[src/rtl/plldps_pkg.sv]
// Shared constants and decode helpers for the phase-step and loop settings
package plldps_pkg;
  // Clock rate and shift-clock timing
  localparam int CLK_MHZ        = 250;
  localparam int SHIFT_HALF_NS  = 20;
  localparam int SHIFT_HALF_CYC = (SHIFT_HALF_NS * CLK_MHZ + 999) / 1000;
  localparam int SHIFT_TIME_NS  = 28;
  localparam int SHIFT_CYC      = (SHIFT_TIME_NS * CLK_MHZ + 999) / 1000;

  // Counter layout: outputs 0..4, feedback 5, prescale 6
  localparam int N_CNT   = 7;
  localparam int N_OUT   = 5;
  localparam int N_TAP   = 6;
  localparam int IDX_FB  = 5;

  // Counter pick codes
  localparam logic [2:0] PICK_ALL  = 3'h0;
  localparam logic [2:0] PICK_FB   = 3'h1;
  localparam logic [2:0] PICK_OUT0 = 3'h2;
  localparam logic [2:0] PICK_OUT4 = 3'h6;

  // Register offsets of the controller
  localparam logic [7:0] REG_CTRL   = 8'h00;
  localparam logic [7:0] REG_STATUS = 8'h04;
  localparam logic [7:0] REG_LOOP   = 8'h08;
  localparam logic [7:0] REG_BYPASS = 8'h0C;
  localparam logic [7:0] REG_COUNT0 = 8'h10;
  localparam logic [7:0] REG_COUNT6 = 8'h28;

  // Field positions
  localparam int CTRL_GO_BIT    = 0;
  localparam int CTRL_PICK_LSB  = 1;
  localparam int CTRL_DIR_BIT   = 4;
  localparam int STAT_BUSY_BIT  = 0;
  localparam int STAT_DONE_BIT  = 1;
  localparam int STAT_ERR_BIT   = 2;
  localparam int STAT_CNT_LSB   = 8;
  localparam int LOOP_PUMP_LSB  = 0;
  localparam int LOOP_RES_LSB   = 4;
  localparam int LOOP_CAP_LSB   = 12;

  // Reset values
  localparam logic [2:0]  PUMP_RST   = 3'h0;
  localparam logic [4:0]  RES_RST    = 5'h00;
  localparam logic [1:0]  CAP_RST    = 2'h0;
  localparam logic [6:0]  BYPASS_RST = 7'h7F;
  localparam logic [15:0] COUNT_RST  = 16'h0000;
  localparam logic [2:0]  TAP_RST    = 3'h0;

  // Legal pump current patterns
  function automatic logic pump_legal(input logic [2:0] c);
    return c == 3'h0 || c == 3'h4 || c == 3'h6 || c == 3'h7;
  endfunction

  // Legal filter resistor settings
  function automatic logic res_legal(input logic [4:0] c);
    case (c)
      5'h00, 5'h03, 5'h04, 5'h08, 5'h10, 5'h13,
      5'h14, 5'h18, 5'h1B, 5'h1C, 5'h1E: return 1'b1;
      default: return 1'b0;
    endcase
  endfunction

  // Legal filter capacitor patterns
  function automatic logic cap_legal(input logic [1:0] c);
    return c != 2'h2;
  endfunction
endpackage

[src/rtl/plldps_if.sv]
// Link between the phase-step controller and the PLL reconfiguration end
`timescale 1ns/1ps
interface plldps_if;
  logic                  shift_clk;
  logic                  phase_step;
  logic                  phase_dir;
  logic [2:0]            counter_pick;
  logic                  phase_done;
  logic [2:0]            pump_current_code;
  logic [4:0]            filter_resistor_code;
  logic [1:0]            filter_capacitor_code;
  logic [6:0]            counter_bypass;
  logic [6:0][15:0]      counter_count;
  logic                  pll_reset;

  // Controller end
  modport host (
    output shift_clk, phase_step, phase_dir, counter_pick,
    output pump_current_code, filter_resistor_code,
    output filter_capacitor_code, counter_bypass, counter_count,
    output pll_reset,
    input  phase_done
  );

  // PLL reconfiguration end
  modport dev (
    input  shift_clk, phase_step, phase_dir, counter_pick,
    input  pump_current_code, filter_resistor_code,
    input  filter_capacitor_code, counter_bypass, counter_count,
    input  pll_reset,
    output phase_done
  );
endinterface

[src/rtl/plldps_host.sv]
// Core-side controller: register port, shift clock and phase-step handshake
`timescale 1ns/1ps
module plldps_host (
  input  wire logic             clk,
  input  wire logic             reset,
  input  wire logic [7:0]       addr,
  input  wire logic [31:0]      wdata,
  input  wire logic             wr,
  input  wire logic             rd,
  output logic [31:0]           rdata,
  plldps_if.host                link
);

  typedef enum logic [2:0] {
    PLLDPS_H_IDLE,
    PLLDPS_H_SETUP,
    PLLDPS_H_ASSERT,
    PLLDPS_H_RELEASE,
    PLLDPS_H_GAP
  } plldps_hstate_t;

  plldps_hstate_t               state_q;
  logic [7:0]                   half_q;
  logic                         sck_q;
  logic                         rise_en;
  logic                         step_q;
  logic                         dir_q;
  logic [2:0]                   pick_q;
  logic [1:0]                   hold_q;
  logic [7:0]                   steps_q;
  logic                         err_q;
  logic [2:0]                   pump_q;
  logic [4:0]                   res_q;
  logic [1:0]                   cap_q;
  logic [6:0]                   bypass_q;
  logic [6:0][15:0]             count_q;
  logic [31:0]                  rdata_q;
  logic                         go;
  logic                         loop_ok;
  logic [2:0]                   cidx;
  logic                         cnt_hit;
  logic                         done_seen_q;
  logic                         pll_rst_q;

  // Register decode
  assign go      = wr && addr == plldps_pkg::REG_CTRL &&
                   wdata[plldps_pkg::CTRL_GO_BIT];
  assign loop_ok =
    plldps_pkg::pump_legal(wdata[plldps_pkg::LOOP_PUMP_LSB +: 3]) &&
    plldps_pkg::res_legal(wdata[plldps_pkg::LOOP_RES_LSB +: 5]) &&
    plldps_pkg::cap_legal(wdata[plldps_pkg::LOOP_CAP_LSB +: 2]);
  assign cidx    = 3'((addr - plldps_pkg::REG_COUNT0) >> 2);
  assign cnt_hit = addr >= plldps_pkg::REG_COUNT0 &&
                   addr <= plldps_pkg::REG_COUNT6 && addr[1:0] == 2'h0;

  // Free-running shift clock from a divider; rise_en marks its rise
  assign rise_en = half_q == 8'h00 && !sck_q;

  always_ff @(posedge clk) begin
    if (reset) begin
      half_q <= 8'(plldps_pkg::SHIFT_HALF_CYC - 1);
      sck_q  <= 1'b0;
    end else if (half_q == 8'h00) begin
      half_q <= 8'(plldps_pkg::SHIFT_HALF_CYC - 1);
      sck_q  <= ~sck_q;
    end else begin
      half_q <= half_q - 8'h01;
    end
  end

  // Step handshake; request changes only with a shift-clock rise
  always_ff @(posedge clk) begin
    if (reset) begin
      state_q <= PLLDPS_H_IDLE;
      step_q  <= 1'b0;
      dir_q   <= 1'b0;
      pick_q  <= plldps_pkg::PICK_ALL;
      hold_q  <= 2'h0;
      done_seen_q <= 1'b0;
    end else begin
      case (state_q)
        PLLDPS_H_IDLE: begin
          if (go) begin
            dir_q   <= wdata[plldps_pkg::CTRL_DIR_BIT];
            pick_q  <= wdata[plldps_pkg::CTRL_PICK_LSB +: 3];
            state_q <= PLLDPS_H_SETUP;
          end
        end
        PLLDPS_H_SETUP: begin
          if (rise_en) begin
            step_q      <= 1'b1;
            hold_q      <= 2'h0;
            done_seen_q <= 1'b0;
            state_q     <= PLLDPS_H_ASSERT;
          end
        end
        PLLDPS_H_ASSERT: begin
          // Done may be low for less than a shift cycle, so remember it
          if (!link.phase_done) begin
            done_seen_q <= 1'b1;
          end
          if (rise_en) begin
            if (hold_q >= 2'h2 && done_seen_q) begin
              step_q  <= 1'b0;
              state_q <= PLLDPS_H_RELEASE;
            end else if (hold_q != 2'h3) begin
              hold_q <= hold_q + 2'h1;
            end
          end
        end
        PLLDPS_H_RELEASE: begin
          if (link.phase_done) begin
            state_q <= PLLDPS_H_GAP;
          end
        end
        PLLDPS_H_GAP: begin
          // Keeps pulses at least one shift cycle apart
          if (rise_en) begin
            state_q <= PLLDPS_H_IDLE;
          end
        end
        default: begin
          state_q <= PLLDPS_H_IDLE;
          step_q  <= 1'b0;
        end
      endcase
    end
  end

  // Completed steps and sticky error; a new error beats the clear
  always_ff @(posedge clk) begin
    if (reset) begin
      steps_q <= 8'h00;
      err_q   <= 1'b0;
    end else begin
      if (state_q == PLLDPS_H_RELEASE && link.phase_done) begin
        steps_q <= steps_q + 8'h01;
      end
      if (wr && addr == plldps_pkg::REG_LOOP && !loop_ok) begin
        err_q <= 1'b1;
      end else if (wr && addr == plldps_pkg::REG_STATUS &&
                   wdata[plldps_pkg::STAT_ERR_BIT]) begin
        err_q <= 1'b0;
      end
    end
  end

  // Relock pulse after loop, feedback or prescale changes; outputs need none
  always_ff @(posedge clk) begin
    if (reset) begin
      pll_rst_q <= 1'b0;
    end else begin
      pll_rst_q <= wr && ((addr == plldps_pkg::REG_LOOP && loop_ok) ||
                   (cnt_hit && cidx >= 3'(plldps_pkg::IDX_FB)) ||
                   (addr == plldps_pkg::REG_BYPASS &&
                    wdata[6:5] != bypass_q[6:5]));
    end
  end

  // Settings registers; an illegal loop write is refused whole
  always_ff @(posedge clk) begin
    if (reset) begin
      pump_q   <= plldps_pkg::PUMP_RST;
      res_q    <= plldps_pkg::RES_RST;
      cap_q    <= plldps_pkg::CAP_RST;
      bypass_q <= plldps_pkg::BYPASS_RST;
      for (int i = 0; i < plldps_pkg::N_CNT; i++) begin
        count_q[i] <= plldps_pkg::COUNT_RST;
      end
    end else if (wr) begin
      if (addr == plldps_pkg::REG_LOOP && loop_ok) begin
        pump_q <= wdata[plldps_pkg::LOOP_PUMP_LSB +: 3];
        res_q  <= wdata[plldps_pkg::LOOP_RES_LSB +: 5];
        cap_q  <= wdata[plldps_pkg::LOOP_CAP_LSB +: 2];
      end
      if (addr == plldps_pkg::REG_BYPASS) begin
        bypass_q <= wdata[6:0];
      end
      if (cnt_hit) begin
        count_q[cidx] <= wdata[15:0];
      end
    end
  end

  // Read data one cycle after the strobe; unmapped reads give zero
  always_ff @(posedge clk) begin
    if (reset) begin
      rdata_q <= 32'h0000_0000;
    end else if (rd) begin
      rdata_q <= 32'h0000_0000;
      if (addr == plldps_pkg::REG_CTRL) begin
        rdata_q[plldps_pkg::CTRL_PICK_LSB +: 3] <= pick_q;
        rdata_q[plldps_pkg::CTRL_DIR_BIT]       <= dir_q;
      end else if (addr == plldps_pkg::REG_STATUS) begin
        rdata_q[plldps_pkg::STAT_BUSY_BIT]     <= state_q != PLLDPS_H_IDLE;
        rdata_q[plldps_pkg::STAT_DONE_BIT]     <= link.phase_done;
        rdata_q[plldps_pkg::STAT_ERR_BIT]      <= err_q;
        rdata_q[plldps_pkg::STAT_CNT_LSB +: 8] <= steps_q;
      end else if (addr == plldps_pkg::REG_LOOP) begin
        rdata_q[plldps_pkg::LOOP_PUMP_LSB +: 3] <= pump_q;
        rdata_q[plldps_pkg::LOOP_RES_LSB +: 5]  <= res_q;
        rdata_q[plldps_pkg::LOOP_CAP_LSB +: 2]  <= cap_q;
      end else if (addr == plldps_pkg::REG_BYPASS) begin
        rdata_q[6:0] <= bypass_q;
      end else if (cnt_hit) begin
        rdata_q[15:0] <= count_q[cidx];
      end
    end
  end

  // Link drive
  assign rdata                      = rdata_q;
  assign link.shift_clk             = sck_q;
  assign link.phase_step            = step_q;
  assign link.phase_dir             = dir_q;
  assign link.counter_pick          = pick_q;
  assign link.pump_current_code     = pump_q;
  assign link.filter_resistor_code  = res_q;
  assign link.filter_capacitor_code = cap_q;
  assign link.counter_bypass        = bypass_q;
  assign link.counter_count         = count_q;
  assign link.pll_reset             = pll_rst_q;

endmodule

[src/flat_wrapper.sv]
// flat-port wrapper written by rule: the top's interface ports become plain ports
module plldps_host_flat 
  (clk, reset, addr, wdata, wr, rd, rdata, link_shift_clk, link_phase_step, link_phase_dir, link_counter_pick, link_pump_current_code, link_filter_resistor_code, link_filter_capacitor_code, link_counter_bypass, link_counter_count, link_pll_reset, link_phase_done);
  plldps_if link_i ();
  input  wire logic clk;
  input  wire logic reset;
  input  wire logic [7:0] addr;
  input  wire logic [31:0] wdata;
  input  wire logic wr;
  input  wire logic rd;
  output logic [31:0] rdata;
  output wire logic [$bits(link_i.shift_clk)-1:0] link_shift_clk;
  output wire logic [$bits(link_i.phase_step)-1:0] link_phase_step;
  output wire logic [$bits(link_i.phase_dir)-1:0] link_phase_dir;
  output wire logic [$bits(link_i.counter_pick)-1:0] link_counter_pick;
  output wire logic [$bits(link_i.pump_current_code)-1:0] link_pump_current_code;
  output wire logic [$bits(link_i.filter_resistor_code)-1:0] link_filter_resistor_code;
  output wire logic [$bits(link_i.filter_capacitor_code)-1:0] link_filter_capacitor_code;
  output wire logic [$bits(link_i.counter_bypass)-1:0] link_counter_bypass;
  output wire logic [$bits(link_i.counter_count)-1:0] link_counter_count;
  output wire logic [$bits(link_i.pll_reset)-1:0] link_pll_reset;
  input wire logic [$bits(link_i.phase_done)-1:0] link_phase_done;
  assign link_shift_clk = link_i.shift_clk;
  assign link_phase_step = link_i.phase_step;
  assign link_phase_dir = link_i.phase_dir;
  assign link_counter_pick = link_i.counter_pick;
  assign link_pump_current_code = link_i.pump_current_code;
  assign link_filter_resistor_code = link_i.filter_resistor_code;
  assign link_filter_capacitor_code = link_i.filter_capacitor_code;
  assign link_counter_bypass = link_i.counter_bypass;
  assign link_counter_count = link_i.counter_count;
  assign link_pll_reset = link_i.pll_reset;
  assign link_i.phase_done = link_phase_done;
  plldps_host u_core (.clk(clk), .reset(reset), .addr(addr), .wdata(wdata), .wr(wr), .rd(rd), .rdata(rdata), .link(link_i));
endmodule
[config.mk]
export PLATFORM = sky130hd
export DESIGN_NAME = plldps_host_flat
export DESIGN_NICKNAME = d
export VERILOG_FILES = /design/src/rtl/plldps_pkg.sv /design/src/rtl/plldps_if.sv /design/src/rtl/plldps_host.sv /design/src/flat_wrapper.sv
export SDC_FILE = /design/constraint.sdc
export NUM_CORES = 1
export LEC_CHECK = 0
export ABC_CLOCK_PERIOD_IN_PS = 3600
export CAP_MARGIN = 20
export CORE_MARGIN = 4
export CORE_UTILIZATION = 40
export CTS_CLUSTER_DIAMETER = 30
export DETAILED_ROUTE_END_ITERATION = 16
export DONT_BUFFER_PORTS = 1
export GPL_TIMING_DRIVEN = 1
export RECOVER_POWER = 25
export SLEW_MARGIN = 5
export SYNTH_ARGS = -nofsm -noshare
export SYNTH_HDL_FRONTEND = slang
export SYNTH_SLANG_ARGS = --single-unit
export TNS_END_PERCENT = 1
[constraint.sdc]
create_clock -name clk -period 3.6 [get_ports clk]
set_clock_uncertainty 0.2 [all_clocks]
set_input_delay 0 -clock clk [delete_from_list [all_inputs] [get_ports clk]]
set_output_delay 0 -clock clk [all_outputs]
set_load 0.005 [all_outputs]
# Word level (Yosys, flattened, before mapping)
# Memories as Yosys holds them, arrays and structs flattened.
# Index checks and enable logic that the tools add are counted.
[totals]
ff_bits = 175
wordCells = 148
mem_count = 1
mem_bits_ro = 32
input_bits = 45
[memory_table]
columns = ["name", "depth", "width", "rd", "rd_clocked_by_memory_dff", "wr", "line", "rtl"]
rows = [
  ["(no name shown)", 32, 1, 1, 0, 0, "plldps_pkg.sv:57", "case (c)"],
]
[classes]
magnitude_cmp = 6
n_bitwise = 2
n_addsub = 4
n_reduce_logical = 43
eq_ne = 22
mux = 47
[ops]
columns = ["op", "n"]
rows = [
  ["$mux W16", 9],
  ["$bwmux W112", 1],
  ["$bmux W16 S3", 1],
  ["$demux W16 S3", 1],
  ["$mux W3", 9],
  ["$logic_and A1 B1 Y1", 18],
  ["$eq A8 B4 Y1 const B", 2],
  ["$logic_not A8 Y1", 2],
  ["$pmux W3 S5", 1],
  ["$eq A3 B3 Y1 const B", 4],
  ["$mux W2", 6],
  ["$ne A2 B1 Y1 const B", 6],
  ["$mux W11", 1],
  ["$mux W5", 2],
  ["$ne A2 B2 Y1 const B", 5],
  ["$mux W1", 9],
  ["$mux W9", 1],
  ["$add A8 B1 Y8 const B", 1],
  ["$eq A8 B3 Y1 const B", 1],
  ["$ge A8 B5 Y1 const B", 1],
  ["$le A8 B6 Y1 const B", 1],
  ["$mux W8", 1],
  ["$reduce_and A2 Y1", 4],
  ["$sub A8 B1 Y8 const B", 1],
  ["other kinds (27)", 36],
]

# Depth between registers and ports, before layout
[logic_depth]
word_depth = 14
depth_mapped = 9
mapped_depth_nobuf = 7

# Worst setup path before layout
# Ideal clock, no wire load.
[synth_timing]
path_type = "in2reg"
from = "in wdata[5]"
to = "reg u_core.cap_q[1], in the netlist u_core.link.filter_capacitor_code[1]"
setup_time_ps = 128
arrival_time_ps = 1752
slack_ps = 1521
path_buffers = 2
cell_stages = 9
path_cell_list = "clkbuf_1 > inv_1 > ha_1 > and2_1 > o311ai_0 > nand4_1 > buf_2 > mux2i_1 > nor2_1"
[synth_between]
elab_chain_cells = 5
[synth_lines]
columns = ["element", "line", "rtl"]
rows = [
  ["start: declaration", "flat_wrapper.sv:8", "input wire logic [31:0] wdata;"],
  ["$mem_v2 Z32 W1", "n/a", ""],
  ["$logic_and A1 B1 Y1", "plldps_host.sv:49", "plldps_pkg::pump_legal(wdata[plldps_pkg::LOOP_PUMP_LSB +: 3]) &&"],
  ["$logic_and A1 B1 Y1", "plldps_host.sv:50", "plldps_pkg::res_legal(wdata[plldps_pkg::LOOP_RES_LSB +: 5]) &&"],
  ["$logic_and A1 B1 Y1", "plldps_host.sv:171", "if (addr == plldps_pkg::REG_LOOP && loop_ok) begin"],
  ["$reduce_and A2 Y1 (no source line)", "n/a", ""],
  ["end signal: assignment", "plldps_host.sv:165", "cap_q <= plldps_pkg::CAP_RST;"],
  ["end signal: assignment", "plldps_host.sv:174", "cap_q <= wdata[plldps_pkg::LOOP_CAP_LSB +: 2];"],
  ["end: declaration", "plldps_host.sv:34", "logic [1:0] cap_q;"],
]
# No other way between the ends.
# A chain may end at the register's enable or synchronous reset.

# Worst setup path after layout
[layout_timing]
from = "in addr[7]"
to = "reg u_core.count_q, in the netlist u_core.link.counter_count[58]"
[layout_between]
elab_chain_cells = 4
[layout_lines]
columns = ["element", "line", "rtl"]
rows = [
  ["start: declaration", "flat_wrapper.sv:7", "input wire logic [7:0] addr;"],
  ["$ge A8 B5 Y1 or $le A8 B6 Y1 (tied branches)", "plldps_host.sv:53, plldps_host.sv:54", ""],
  ["$logic_and A1 B1 Y1 *", "plldps_host.sv:53", "assign cnt_hit = addr >= plldps_pkg::REG_COUNT0 &&"],
  ["$logic_and A1 B1 Y1 *", "plldps_host.sv:54", "addr <= plldps_pkg::REG_COUNT6 && addr[1:0] == 2'h0;"],
  ["$reduce_and A2 Y1 (no source line) *", "n/a", ""],
  ["end signal: indexed assignment", "plldps_host.sv:168", "count_q[i] <= plldps_pkg::COUNT_RST;"],
  ["end signal: indexed assignment", "plldps_host.sv:180", "count_q[cidx] <= wdata[15:0];"],
  ["end: declaration", "plldps_host.sv:36", "logic [6:0][15:0] count_q;"],
]
# Every way passes the cells marked *; elsewhere a longest branch is shown, timed or not.

==> flow_summary.toml <==
[routing]
drtPass1Iterations = 7
via_count = 6402
detail_route.wl_per_cell_um = 22.4
detail_route.vias_per_cell = 5.50
postRouteWirelength_um = 26100
drt_iter0_drc = 477
detail-route-antenna-nets = 0
drc = 0

[global_route]
overflow = 0
grt_use_total = 0.221
grt_start_max_net_pins = 170
antenna_found_initial = 2
grt_first_pass_wirelength_um = 39700
grt_pass1_vias = 6057

[clock_tree]
cts.sinks = 175
cts_post_setup_buffers_inserted = 0
cts_root_buf = "sky130_fd_sc_hd__clkbuf_16"
cts_hold_buffers = 48
cts_tree = "done"
clk_path_buf_depth = 2
cts_max_level = 4
ctsResizeCount = 0
clkTransAtPathRegs_ns = 0.08
worst_skew_late_latency_ns = 0.43
cts_inserted_buffers = 17

[synthesis]
synth_enable_flop_cells = 0
synth-adder-area-share = 0.00907
synth-seq-cells = 175
synth_top_family_by_area = "multiplexers"
post_synth_mux_area_share = 0.212
yosysWarningCount = 0
primary_ff_master_synth = "sky130_fd_sc_hd__dfxtp_1"
synth.top_cell.area_share = 0.423
synthMostInstantiatedCell = "sky130_fd_sc_hd__dfxtp_1"
post-synth-top-area-cell = "sky130_fd_sc_hd__dfxtp_1"
postSynthCellCount = 875
netlist_top_cells_count = "sky130_fd_sc_hd__dfxtp_1 (175), sky130_fd_sc_hd__nor2_1 (160), sky130_fd_sc_hd__mux2i_1 (127)"
post_synth_and_or_nand_nor_area_fraction = 0.193
syn_area_per_cell_sq_um = 9.46
area_fraction_in_compound_gates_after_synthesis = 0.0869
ys_top_cells_by_area = "sky130_fd_sc_hd__dfxtp_1 (42%), sky130_fd_sc_hd__mux2i_1 (15%), sky130_fd_sc_hd__nor2_1 (7.3%)"
netlist-cell-type-count = 67
async_reset_ff_frac = 0
syn_area_sq_um = 8280
yosysSeqAreaShare = 0.423
xor_and_xnor_area_share_after_synthesis = 0.0180

[layout]
finalCoreUtilization = 0.463
finalNonFillerCells = 1163
antenna_cells = 0
share_of_post_route_cells_with_drive_strength_above_1 = 0.104
stdcell_area_sq_um = 9390
nets = 931
areaGrowthSynthToFinish_pct = 13.5

[timing]
max_freq_mhz = 290
grt_setup_unrepaired = "false"
worst_tran_pin_value_ns = 1.03
finalWorstPathRequiredPeriod_ns = 3.44
finalHoldViolations = 0
post-route-period-util = 0.957
timing.setup.tns_ns = 0
setup_viol_count_final = 0
timing.slew.headroom = 0.309
drv_slew = 0

[setup_path]
timing_worst_setup_path_type = "primary input to register"
rr_startpoint = "u_core.link.counter_count[35]"
cp-start-kind = "primary input"
timing.rr.end = "u_core.rdata[3]"
reg2reg_setup_slack_ns = 0.63
critical_path.max_fanout = 16
critical_path_data_required_time_ns = 3.72
rr_worst_depth = 7
endpoint_kind = "register"
crit_arrival_ns = 3.57

[power]
powerDensity_nw_per_um2 = 456
ir_worst_vdd_mv = 0.298
p_total_uw = 4290
p_leak_uw = 0.00368

[run]
maxCapViolations = 0

[placed_design]
detailedPlacementHpwl_um = 16900
gp_routability_congestion = 0.802
buffer_ports.inserted = 0
dp_cells = 1083
dpl_cell_area_sq_um = 8280

[min_path]
worstHoldPathType = "primary input to register"
min-delay-start = "wdata[8]"
worst_hold_path.endpoint = "u_core.err_q"
hold_path_depth = 5

[die]
placement_rows = 52
initial_utilization = 0.408
fp.dieArea_sq_um = 23100
boundaryPins = 213
core-area_sq_um = 20300
dieWidth_um = 152
floorplan.die.height_um = 152

[outcome]
outcome = "complete, no violations"
-- routing by layer --
metal / global-route usage / vias to the layer above / routed length [um]
li1: - / 3037 / -
met1: 0.292 / 3123 / 11200
met2: 0.346 / 226 / 12200
met3: 0.0893 / 12 / 2470
met4: 0.0398 / 4 / 197
met5: 0 / - / 14
-- registers in the layout, indices dropped and copies added (netlist names), 3 cells and up --
name	flops
u_core.link.counter_count	112
u_core.link.pump_current_code	3
u_core.link.filter_resistor_code	5
u_core.link.counter_pick	3
u_core.link.counter_bypass	7
u_core.rdata	16
u_core.half_q	8
u_core.steps_q	8
u_core.state_q	3
-- placed cells by master, fill, tap and decap left out, types with 16 or more instances in the layout --
| cell | n |
|---|---|
| sky130_fd_sc_hd__conb_1 | 16 |
| sky130_fd_sc_hd__mux2i_1 | 127 |
| sky130_fd_sc_hd__dfxtp_1 | 175 |
| sky130_fd_sc_hd__nor2_1 | 160 |
| sky130_fd_sc_hd__o21ai_0 | 17 |
| sky130_fd_sc_hd__nand2_1 | 60 |
| sky130_fd_sc_hd__a21oi_1 | 48 |
| sky130_fd_sc_hd__dlygate4sd3_1 | 45 |
| sky130_fd_sc_hd__clkbuf_16 | 17 |
| sky130_fd_sc_hd__mux4_2 | 17 |
-- cells by family after synthesis --
group	Yosys count
buffers and inverters	92
other	1
muxes	153
DFF	175
and+or+nand+nor	318
AOI/OAI and AO/OA	113
adders and majority gates	6
xor gates and xnor gates	17
-- through the flow --
stage	setup slack (ns)	hold slack, ns
6_report	0.155	0.0143
5_1_grt	0.0438	0.0405
4_1_cts	0.176	0.00102
3_5_place_dp	1.36	-0.101
3_3_place_gp	1.38	-0.104
2_1_floorplan	1.52	-0.0707
-- critical path, stage by stage --
cell                            delay (ns)
sky130_fd_sc_hd__dlygate4sd3_1        0.57
sky130_fd_sc_hd__nor4_4               0.31
sky130_fd_sc_hd__dlygate4sd3_1        0.90
sky130_fd_sc_hd__nand3_4              0.20
sky130_fd_sc_hd__nor2_4               0.66
sky130_fd_sc_hd__mux2i_1              0.26
sky130_fd_sc_hd__nor2_1               0.05
sky130_fd_sc_hd__dlygate4sd3_1        0.58
-- area by class of cell --
| cell class | count | area [sq um] |
|---|---|---|
| Tap cell | 270 | 338 |
| Clock inverter | 13 | 153 |
| Sequential cell | 175 | 3500 |
| Multi-Input combinational cell | 623 | 4360 |
| Clock buffer | 19 | 443 |
| Timing Repair Buffer | 54 | 563 |
| Inverter | 9 | 33.8 |
| Fill cell | 1967 | 10900 |
-- worst max-delay path by stage --
stage / slack (ns) / depth (start not counted) / startpoint / end
finish: 0.16 / 8 / addr[7] / u_core.link.counter_count[58]
detailed placement: 1.36 / 5 / addr[7] / u_core.link.counter_count[60]
global route: 0.04 / 8 / addr[7] / u_core.link.counter_count[58]
global placement: 1.38 / 5 / addr[7] / u_core.link.counter_count[59]
CTS: 0.18 / 8 / addr[7] / u_core.link.counter_count[58]
floorplan: 1.52 / 9 / wdata[5] / u_core.link.filter_capacitor_code[1]
-- where the power goes --
| group | total (uW) | switching, uW | internal (uW) |
|---|---|---|---|
| combinational | 378 | 228 | 151 |
| clock | 1880 | 825 | 1060 |
| sequential | 2020 | 46.5 | 1980 |
(Power assumes the default switching activity.)
